### src/core/exec_pkg.sv
// Purpose: Shared constants and types for the three-instruction execute block
// Assumes: 25 MHz hclk, single clock domain
// Notes: Quarter phases advance on a divided enable pulse
package exec_pkg;
    // Clock and quarter-phase timing
    localparam int CLK_MHZ = 25;
    localparam int QTR_NS = 80;
    localparam int QTR_CYC = (QTR_NS * CLK_MHZ + 999) / 1000;
    localparam int QDIV_W = 4;
    localparam logic [QDIV_W-1:0] QDIV_LAST = QDIV_W'(QTR_CYC - 1);
    // Widths
    localparam int PC_W = 21;
    localparam int DADDR_W = 12;
    localparam int BSR_W = 6;
    localparam int BANK_W = DADDR_W - 8;
    // Opcode fields
    localparam logic [5:0] OPC_AND = 6'h05;
    localparam logic [7:0] OPC_BRC = 8'hE2;
    localparam logic [3:0] OPC_BCLR = 4'h9;
    localparam int DEST_BIT = 9;
    localparam int ACC_BIT = 8;
    localparam int BIDX_LSB = 9;
    localparam logic [7:0] IDX_LIMIT = 8'h5F;
    localparam logic [BANK_W-1:0] ACC_LO_BANK = 4'h0;
    localparam logic [BANK_W-1:0] ACC_HI_BANK = 4'hF;
    // Register map
    localparam logic [7:0] CTRL_ADDR = 8'h00;
    localparam logic [7:0] BANK_ADDR = 8'h04;
    localparam logic [7:0] STAT_ADDR = 8'h08;
    localparam logic [7:0] TAKEN_ADDR = 8'h0C;
    localparam int CTRL_EXT = 0;
    localparam int CTRL_RUN = 1;
    localparam logic [1:0] CTRL_RST = 2'h2;
    localparam logic [BSR_W-1:0] BSR_RST = 6'h00;
    localparam int CNT_W = 16;

    typedef enum logic [1:0] {PH_Q1, PH_Q2, PH_Q3, PH_Q4} phase_t;
    typedef enum logic [1:0] {OP_NONE, OP_AND, OP_BRC, OP_BCLR} op_t;
    typedef enum logic [1:0] {AM_ACCESS, AM_BANKED, AM_INDEXED} amode_t;
endpackage

### src/core/carry_branch_bit_clear_exec.sv
// Purpose: Executes and_working_with_file tail, branch_on_carry_set and clear_register_bit
// Assumes: instr_in, carry_in, w_in, fsr2_in, pc_in, dmem_rdata come from hclk logic
// Notes: Status flag generation is outside this block
// Function
// - AND with file: decode Q1, read Q2, compute Q3, write destination Q4.
// - Carry branch jumps only when carry is one, else falls through.
// - Taken target is incremented counter plus twice signed eight-bit displacement.
// - Carry branch is one word, one cycle untaken, two cycles taken.
// - Taken first cycle decodes, reads literal, computes, loads counter in Q4.
// - Taken second cycle does nothing in all four phases, flushing prefetch.
// - Untaken branch decodes, reads, computes but never loads the counter.
// - Bit clear zeroes one selected bit, keeps other bits and flags.
// - Access bit zero resolves the address inside the access bank.
// - Access bit one joins low four bits of bank select register with eight-bit address.
// - Access bit zero with extended set uses indexed offset for f up to 95.
`timescale 1ns/1ps
`default_nettype none
module carry_branch_bit_clear_exec
    import exec_pkg::*;
(
    // Clock and reset
    input wire logic hclk,
    input wire logic hresetn,
    // AHB-Lite slave
    input wire logic hsel,
    input wire logic [31:0] haddr,
    input wire logic [1:0] htrans,
    input wire logic hwrite,
    input wire logic [2:0] hsize,
    input wire logic [31:0] hwdata,
    input wire logic hready,
    output logic [31:0] hrdata,
    output logic hreadyout,
    output logic hresp,
    // Core inputs
    input wire logic [15:0] instr_in,
    input wire logic carry_in,
    input wire logic [7:0] w_in,
    input wire logic [DADDR_W-1:0] fsr2_in,
    input wire logic [PC_W-1:0] pc_in,
    // Data memory
    output logic [DADDR_W-1:0] dmem_addr,
    output logic dmem_rd,
    input wire logic [7:0] dmem_rdata,
    output logic dmem_we,
    output logic [7:0] dmem_wdata,
    // Working register and program counter
    output logic w_we,
    output logic [7:0] w_wdata,
    output logic pc_load,
    output logic [PC_W-1:0] pc_target,
    // Phase indication
    output logic [1:0] quarter_phase,
    output logic quarter_tick,
    output logic flush_cycle
);
    // Divider state
    logic [QDIV_W-1:0] qdiv_r, qdiv_nxt;
    logic qtick;
    // Execute state
    phase_t phase_r, phase_nxt;
    op_t op_r, op_nxt;
    amode_t amode_r, amode_nxt;
    logic [15:0] ir_r, ir_nxt;
    logic [7:0] opnd_r, opnd_nxt;
    logic taken_r, taken_nxt, flush_r, flush_nxt;
    logic [DADDR_W-1:0] addr_r, addr_nxt, fsr2_r, fsr2_nxt;
    logic rd_r, rd_nxt, dwe_r, dwe_nxt, wwe_r, wwe_nxt, pcl_r, pcl_nxt;
    logic [7:0] dwd_r, dwd_nxt, wwd_r, wwd_nxt;
    logic [PC_W-1:0] tgt_r, tgt_nxt, base_r, base_nxt;
    // Register file
    logic [1:0] ctrl_r, ctrl_nxt;
    logic [BSR_W-1:0] bsr_r, bsr_nxt;
    logic [CNT_W-1:0] tcnt_r, tcnt_nxt;
    logic [31:0] rdat_r, rdat_nxt;
    logic wpend_r, wpend_nxt;
    logic [7:0] waddr_r, waddr_nxt;

    // Decode helpers
    op_t dec_op;
    amode_t dec_am;
    logic [7:0] dec_f;
    logic [DADDR_W-1:0] dec_addr;
    logic [7:0] bmask;
    logic [PC_W-1:0] disp2;

    assign qtick = ctrl_r[CTRL_RUN] && (qdiv_r == QDIV_LAST);
    assign dec_f = instr_in[7:0];
    assign bmask = 8'h01 << ir_r[BIDX_LSB +: 3];
    assign disp2 = {{(PC_W-9){ir_r[7]}}, ir_r[7:0], 1'b0};

    always_comb begin
        dec_op = OP_NONE;
        if (instr_in[15:8] == OPC_BRC) begin
            dec_op = OP_BRC;
        end else if (instr_in[15:10] == OPC_AND) begin
            dec_op = OP_AND;
        end else if (instr_in[15:12] == OPC_BCLR) begin
            dec_op = OP_BCLR;
        end
        if (instr_in[ACC_BIT]) begin
            dec_am = AM_BANKED;
            dec_addr = {bsr_r[BANK_W-1:0], dec_f};
        end else if (ctrl_r[CTRL_EXT] && dec_f <= IDX_LIMIT) begin
            dec_am = AM_INDEXED;
            dec_addr = DADDR_W'(fsr2_in + {{(DADDR_W-8){1'b0}}, dec_f});
        end else begin
            dec_am = AM_ACCESS;
            dec_addr = {(dec_f <= IDX_LIMIT) ? ACC_LO_BANK : ACC_HI_BANK, dec_f};
        end
    end

    always_comb begin
        qdiv_nxt = qdiv_r;
        if (ctrl_r[CTRL_RUN]) begin
            qdiv_nxt = qtick ? '0 : QDIV_W'(qdiv_r + 1'b1);
        end
    end

    always_comb begin
        phase_nxt = phase_r;
        op_nxt = op_r;
        amode_nxt = amode_r;
        ir_nxt = ir_r;
        opnd_nxt = opnd_r;
        taken_nxt = taken_r;
        flush_nxt = flush_r;
        addr_nxt = addr_r;
        fsr2_nxt = fsr2_r;
        rd_nxt = rd_r;
        dwd_nxt = dwd_r;
        wwd_nxt = wwd_r;
        tgt_nxt = tgt_r;
        base_nxt = base_r;
        tcnt_nxt = tcnt_r;
        // Write strobes are one-cycle pulses at Q4 entry
        dwe_nxt = 1'b0;
        wwe_nxt = 1'b0;
        pcl_nxt = 1'b0;
        if (qtick) begin
            case (phase_r)
                PH_Q1: begin
                    phase_nxt = PH_Q2;
                    op_nxt = flush_r ? OP_NONE : dec_op;
                    ir_nxt = instr_in;
                    amode_nxt = dec_am;
                    fsr2_nxt = fsr2_in;
                    addr_nxt = dec_addr;
                    rd_nxt = !flush_r && (dec_op == OP_AND || dec_op == OP_BCLR);
                end
                PH_Q2: begin
                    phase_nxt = PH_Q3;
                    if (rd_r) begin
                        opnd_nxt = dmem_rdata;
                    end
                    rd_nxt = 1'b0;
                end
                PH_Q3: begin
                    phase_nxt = PH_Q4;
                    case (op_r)
                        OP_AND: begin
                            dwe_nxt = ir_r[DEST_BIT];
                            wwe_nxt = !ir_r[DEST_BIT];
                            dwd_nxt = w_in & opnd_r;
                            wwd_nxt = w_in & opnd_r;
                        end
                        OP_BCLR: begin
                            dwe_nxt = 1'b1;
                            dwd_nxt = opnd_r & ~bmask;
                        end
                        OP_BRC: begin
                            base_nxt = pc_in;
                            tgt_nxt = PC_W'(pc_in + disp2);
                            pcl_nxt = carry_in;
                            taken_nxt = carry_in;
                            if (carry_in) begin
                                tcnt_nxt = CNT_W'(tcnt_r + 1'b1);
                            end
                        end
                        default: begin
                        end
                    endcase
                end
                PH_Q4: begin
                    phase_nxt = PH_Q1;
                    flush_nxt = taken_r;
                    taken_nxt = 1'b0;
                    op_nxt = OP_NONE;
                end
                default: phase_nxt = PH_Q1;
            endcase
        end
    end

    // Bus slave: zero wait state, writes land in the data phase
    logic addr_ok;
    assign addr_ok = hsel && htrans[1] && hready;

    always_comb begin
        ctrl_nxt = ctrl_r;
        bsr_nxt = bsr_r;
        rdat_nxt = rdat_r;
        wpend_nxt = addr_ok && hwrite;
        waddr_nxt = addr_ok ? haddr[7:0] : waddr_r;
        if (wpend_r) begin
            case (waddr_r)
                CTRL_ADDR: ctrl_nxt = hwdata[1:0];
                BANK_ADDR: bsr_nxt = hwdata[BSR_W-1:0];
                default: begin
                end
            endcase
        end
        if (addr_ok && !hwrite) begin
            case (haddr[7:0])
                CTRL_ADDR: rdat_nxt = {30'h0, ctrl_r};
                BANK_ADDR: rdat_nxt = {26'h0, bsr_r};
                STAT_ADDR: rdat_nxt = {27'h0, taken_r, flush_r, 1'b0, op_r};
                TAKEN_ADDR: rdat_nxt = {16'h0, tcnt_r};
                default: rdat_nxt = 32'h0;
            endcase
        end
    end

    always_ff @(posedge hclk or negedge hresetn) begin
        if (!hresetn) begin
            qdiv_r <= '0;
            phase_r <= PH_Q1;
            op_r <= OP_NONE;
            amode_r <= AM_ACCESS;
            ir_r <= 16'h0000;
            opnd_r <= 8'h00;
            taken_r <= 1'b0;
            flush_r <= 1'b0;
            addr_r <= '0;
            fsr2_r <= '0;
            rd_r <= 1'b0;
            dwe_r <= 1'b0;
            wwe_r <= 1'b0;
            pcl_r <= 1'b0;
            dwd_r <= 8'h00;
            wwd_r <= 8'h00;
            tgt_r <= '0;
            base_r <= '0;
            tcnt_r <= '0;
            ctrl_r <= CTRL_RST;
            bsr_r <= BSR_RST;
            rdat_r <= 32'h0;
            wpend_r <= 1'b0;
            waddr_r <= 8'h00;
        end else begin
            qdiv_r <= qdiv_nxt;
            phase_r <= phase_nxt;
            op_r <= op_nxt;
            amode_r <= amode_nxt;
            ir_r <= ir_nxt;
            opnd_r <= opnd_nxt;
            taken_r <= taken_nxt;
            flush_r <= flush_nxt;
            addr_r <= addr_nxt;
            fsr2_r <= fsr2_nxt;
            rd_r <= rd_nxt;
            dwe_r <= dwe_nxt;
            wwe_r <= wwe_nxt;
            pcl_r <= pcl_nxt;
            dwd_r <= dwd_nxt;
            wwd_r <= wwd_nxt;
            tgt_r <= tgt_nxt;
            base_r <= base_nxt;
            tcnt_r <= tcnt_nxt;
            ctrl_r <= ctrl_nxt;
            bsr_r <= bsr_nxt;
            rdat_r <= rdat_nxt;
            wpend_r <= wpend_nxt;
            waddr_r <= waddr_nxt;
        end
    end

    assign hrdata = rdat_r;
    assign hreadyout = 1'b1;
    assign hresp = 1'b0;
    assign dmem_addr = addr_r;
    assign dmem_rd = rd_r;
    assign dmem_we = dwe_r;
    assign dmem_wdata = dwd_r;
    assign w_we = wwe_r;
    assign w_wdata = wwd_r;
    assign pc_load = pcl_r;
    assign pc_target = tgt_r;
    assign quarter_phase = phase_r;
    assign quarter_tick = qtick;
    assign flush_cycle = flush_r;
endmodule
`default_nettype wire

### config.mk
export PLATFORM = sky130hd
export DESIGN_NAME = carry_branch_bit_clear_exec
export DESIGN_NICKNAME = d
export VERILOG_FILES = /design/src/core/exec_pkg.sv /design/src/core/carry_branch_bit_clear_exec.sv
export SDC_FILE = /design/constraint.sdc
export NUM_CORES = 1
export LEC_CHECK = 0
export BUFFER_PORTS_ARGS = -buffer_cell sky130_fd_sc_hd__buf_4
export CORE_MARGIN = 2
export CORE_UTILIZATION = 44
export CTS_CLUSTER_DIAMETER = 120
export DETAILED_ROUTE_END_ITERATION = 8
export PLACE_DENSITY_LB_ADDON = 0.1
export SYNTH_ARGS = -nofsm -noshare
export SYNTH_HDL_FRONTEND = slang
export SYNTH_SLANG_ARGS = --single-unit
export TNS_END_PERCENT = 10
### constraint.sdc
create_clock -name hclk -period 3.05 [get_ports hclk]
set_clock_uncertainty 0.05 [all_clocks]
set_input_delay 0.1525 -clock hclk [delete_from_list [all_inputs] [get_ports hclk]]
set_output_delay 0.1525 -clock hclk [all_outputs]
set_load 0.03 [all_outputs]
# [Word-level counts from Yosys, hierarchy flattened]
# Cells that the tools add are included.
# W data, S select, Z words.
[op_classes] addsub=4 n_mul=0 div=0 magnitude_cmp=1 eq_ne=17 n_shift=1 muxes=24 bitwise_logic=3 n_reduce_logical=30
[ops] op="$pmux W16 S4" n=1
[ops] op="$mux W12" n=2
[ops] op="$add A21 B21 Y21" n=1
[ops] op="$add A16 B1 Y16 const B" n=1
[ops] op="$and A8 B8 Y8" n=2
[ops] op="$eq A8 B3 Y1 const B" n=2
[ops] op="$eq A8 B4 Y1 const B" n=2
[ops] op="$logic_not A8 Y1" n=2
[ops] op="$pmux W8 S2" n=1
[ops] op="$reduce_and A3 Y1" n=5
[ops] op="$add A12 B8 Y12" n=1
[ops] op="$reduce_and A2 Y1" n=6
[ops] op="$eq A2 B2 Y1 const B" n=5
[ops] op="$mux W1" n=9
[ops] op="$eq A8 B8 Y1 const B" n=1
[ops] op="$le A8 B7 Y1 const B" n=1
[ops] op="$mux W2" n=4
[ops] op="$mux W4" n=2
[ops] op="$not A8 Y8" n=1
[ops] op="$pmux W2 S4" n=1
[ops] op="$reduce_bool A2 Y1" n=4
[ops] op="$shl A1 B3 Y8 const A" n=1
[ops] op="$logic_and A1 B1 Y1" n=7
[ops] op="$eq A2 B1 Y1 const B" n=3
[ops] op="11 further kinds" n=15
[totals] ff_bits=148 latchBits=0 ramBits=0 mem_bits_ro=0 in_bits=140 output_inout_bits=91 wordCells=101 memories=0

# [Logic depth before layout (Yosys ltp)]
[depth] word_depth=8 depth_mapped=10 ltp_nobuf=9

# [Least setup slack after synthesis]
# OpenSTA, ideal clock, no wires.
[synth_path] path_type="register -> register" from="register ir_r[0]" to="register tgt_r[19], in the netlist pc_target[19]" setup_time_ps=131 arrival_time_ps=2057 t_required_ps=2869 slack_ps=811 stages_incl_launch_ff=8 path_buffers=0 synth_period_minus_slack_ps=2239 cell_sequence="dfrtp_1 ha_1 fa_1 a211oi_1 o31ai_2 o31ai_1 a2111oi_0 or3_1"
[synth_via] elab_chain_len=1
[synth_lines] element="from (decl)" line_no="carry_branch_bit_clear_exec.sv:64" source="logic [15:0] ir_r, ir_nxt;"
[synth_lines] element="from (signal assigned)" line_no="carry_branch_bit_clear_exec.sv:255" source="ir_r <= ir_nxt;"
[synth_lines] element="$add A21 B21 Y21" line_no="carry_branch_bit_clear_exec.sv:173" source="tgt_nxt = PC_W'(pc_in + disp2);"
[synth_lines] element="to (signal assigned)" line_no="carry_branch_bit_clear_exec.sv:267" source="tgt_r <= tgt_nxt;"
[synth_lines] element="to (decl)" line_no="carry_branch_bit_clear_exec.sv:70" source="logic [PC_W-1:0] tgt_r, tgt_nxt, base_r, base_nxt;"
# Every way passes these cells.
# A chain may end at the register's enable or synchronous reset.

# [Worst setup path after layout]
[layout_path] from="input port pc_in[1]" to="register tgt_r[13], in the netlist pc_target[13]"
[layout_via] elab_chain_len=1
[layout_lines] element="from (decl)" line_no="carry_branch_bit_clear_exec.sv:40" source="input wire logic [PC_W-1:0] pc_in,"
[layout_lines] element="$add A21 B21 Y21" line_no="carry_branch_bit_clear_exec.sv:173"
# Every way passes these cells.

==> impl_metrics.csv <==
group,metric,value,unit
synth,synth_top_family_by_area,"simple AND/OR/NAND/NOR gates",
die,die_w,131,um
synth,yosysSeqAreaShare,45.9,%
cts,cts_tree,"done",
setup_path,slowest_delay,0.54,ns
cts,clk_latency,0.41,ns
global_routing,grt.total_usage,21.3,%
setup_path,rrSetupSlack,0.51,ns
setup_path,timing.rr.start,"ir_r[0]$_DFFE_PN0P_",
setup_path,crit_path_end,"pc_target[13]$_DFFE_PN0P_",
die,core-area,0.0159,mm2
cts,hold_buffers,42,
cells_and_area,n_fill_cell,1408,
timing,finalCritPeriodShare,84.3,%
cells_and_area,diodes,0,
run_status,status,"finished clean",
detailed_routing,vias,5929,
timing,slew-limit-headroom,47.5,%
detailed_routing,wl_per_cell,15.7,um
detailed_routing,drc,0,
timing,slew_viol_final,0,
synth,synth_area,0.00715,mm2
setup_path,cp_slowest_cell,"dlygate4sd3_1",
synth,muxShareOfSynthArea,6.18,%
cells_and_area,postLayoutCellArea,0.00949,mm2
global_routing,grt_pass1_wl,29700,um
timing,final.setup.tns,0,ns
setup_path,cp-start-kind,"input port",
detailed_routing,routed_via_density,5.18,
placement,port_buffers,158,
die,die_h,131,um
setup_path,timing.critical_path.cells,"dlygate4sd3_1 -> buf_4 -> ha_1 -> fa_1 -> a211oi_1 -> o31ai_2 -> o31ai_1 -> o21ai_1 -> xnor2_1 -> o21ai_0",
power_and_ir_drop,powerDensity,705,mW/mm2
setup_path,crit_type,"in2reg",
cts,cts_inserted_buffers,17,
cells_and_area,final_nets,1092,
cts,clkSinkCount,131,
cts,cts.repair.resized,0,
global_routing,grt_overflow,0,
setup_path,cp.arrival,2.81,ns
placement,hpwl,13300,um
flow_run,cap_violations,0,
synth,synthFlopType,"dfrtp_1",
timing,hold_violations,0,
power_and_ir_drop,ir_drop,0.393,mV
timing,rsz0062_at_grt,"false",
timing,setup_viol,0,
cts,clock-root-buffer,"clkbuf_16",
detailed_routing,drt-pass1-iter-count,5,
cells_and_area,area_delta_synth_final,32.8,%
placement,placed_area,0.00847,mm2
synth,async_reset_ff_share,100,%
cells_and_area,final_util,59.8,%
die,rows,46,
detailed_routing,ant_nets,0,
timing,max_freq,389,MHz
setup_path,crit_path_max_fanout,4,
power_and_ir_drop,leakage,4.48,nW
synth,synthSimpleGateAreaFrac,16.1,%
synth,ys_types,74,
synth,yosysWarnings,0,
cts,cts_max_path_buffers,2,
setup_path,r2r_end,"pc_target[13]$_DFFE_PN0P_",
cts,path_clk_slew,0.05,ns
die,initial_core_util,45.0,%
synth,syn_area_per_cell,9.95,um2
cells_and_area,seq_area,0.00328,mm2
setup_path,reg2reg_depth,8,
setup_path,worstSetupEndpointType,"flip-flop",
setup_path,required,3.28,ns
timing,layout_min_cycle_time,2.57,ns
synth,ys_ff_latch,131,
cts,cts_setup_buffers,0,
cells_and_area,drive_gt1_share,26.0,%
synth,yosys.area_share.adder,6.51,%
cells_and_area,multi_input_area,0.00360,mm2
die,ioPinCount,231,
timing,worstMarginPinSlew,0.785,ns
synth,synth_xor_area_share,4.78,%
global_routing,antenna_found_initial,0,
global_routing,grt_pass1_vias,6012,
synth,synth_compound_area_share,15.9,%
synth,syn_inst,718,
detailed_routing,wl,18000,um
synth,synth_edf_count,0,
global_routing,grt_start_max_net_pins,74,
cts,htreeDepth,4,
min_path,hp-class,"in2reg",
setup_path,critPathLaunch,"pc_in[1]",
placement,place.gp.congestion,0.888,
detailed_routing,drt-initial-drc-count,326,
die,dieArea,0.0173,mm2
==> worst min path at each step <==
stage	slack [ns]	endpoint	from	depth (start not counted)
2_1_floorplan	-0.19	bsr_r[0]$_DFFE_PN0P_	hresetn	0
3_3_place_gp	0.16	pc_target[5]$_DFFE_PN0P_	hresetn	1
3_5_place_dp	0.16	pc_target[5]$_DFFE_PN0P_	hresetn	1
4_1_cts	0.004	wpend_r$_DFF_PN0_	htrans[1]	3
5_1_grt	0.02	wpend_r$_DFF_PN0_	htrans[1]	3
6_report	0.02	wpend_r$_DFF_PN0_	htrans[1]	3
==> critical path: cells and delay by family <==
| family | cells | cell delay, ns |
|---|---|---|
| fa+ha+maj | 2 | 0.66 |
| compound gates | 5 | 1.11 |
| buf+inv | 2 | 0.67 |
| xor+xnor | 1 | 0.21 |
==> cell type report <==
class | count | area share (%)
multi-input combinational | 541 | 37.9
sequential | 131 | 34.5
timing repair buffer | 208 | 17.6
clock buffer | 22 | 4.99
tap | 216 | 2.85
clock inverter | 9 | 1.36
inverter | 17 | 0.725
==> synth_stat cells, types with 17 or more instances <==
cell type	count	area share, %
o21ai_0	63	4.4
a21oi_1	33	2.3
nand3_1	22	1.5
nand2_1	113	5.9
buf_4	19	2.0
dfrtp_1	130	46
ha_1	34	6.0
clkbuf_1	17	0.89
mux2_2	29	4.6
a22o_1	17	2.1
xnor2_1	23	2.8
nor2_1	30	1.6
==> metal layers <==
metal | GRT usage, % | up-vias | wire (um)
li1 | - | 2930 | -
met1 | 27.8 | 2791 | 7990
met2 | 34.8 | 176 | 8620
met3 | 4.28 | 32 | 933
met4 | 8.64 | 0 | 444
met5 | 0 | - | 0
==> power by group <==
part	switching, W	internal, W	leakage (nW)
Combinational	0.00139	0.000971	2.68
Clock	0.000727	0.00134	0.292
Sequential	0.000257	0.00201	1.51
==> registers in the layout, summed over array words and instances, names as in the netlist, 2 cells and up <==
name           flops
dmem_addr         12
w_wdata            8
tcnt_r            16
pc_target         21
quarter_phase      2
opnd_r             8
qdiv_r             4
op_r               2
hrdata            16
ctrl_r             2
bsr_r              6
dmem_wdata         8
waddr_r            8
ir_r              11
==> layout by cell type (no fill, tap or decap), drive strengths merged, types with 3 or more instances in the layout <==
master / count
nor4: 3
nor3: 11
nor2b: 12
a22o: 17
o31ai: 6
xor2: 16
nand2: 113
nand3: 25
o22ai: 4
xnor2: 23
o21a: 5
o21ai: 66
or2: 3
ha: 34
mux2: 29
inv: 16
nand3b: 3
o221ai: 6
nand4: 6
a211oi: 7
buf: 166
conb: 18
clkinv: 5
bufinv: 3
nor2: 31
dfrtp: 130
dlygate4sd3: 42
nand2b: 4
clkbuf: 22
mux2i: 7
a21oi: 33
o211ai: 7
and2: 6
and3: 6
a21o: 8
o21bai: 3
==> cells by family after synthesis <==
family	after synthesis
xor+xnor	39
flops	131
simple gates	234
fa+ha+maj	36
mux	38
compound gates	176
other cells	2
buf+inv	62
==> metrics by stage <==
stage,hold WS (ns),power [W],cells,setup WS [ns]
final,0.0187,0.00669,1144,0.478
after global routing,0.0177,0.00710,1144,0.300
after global placement,0.157,0.00453,1071,0.520
after CTS,0.00392,0.00674,1144,0.505
after detailed placement,0.164,0.00459,1071,0.517
after floorplan,-0.193,0.00387,734,0.811
(Power assumes the default switching activity.)
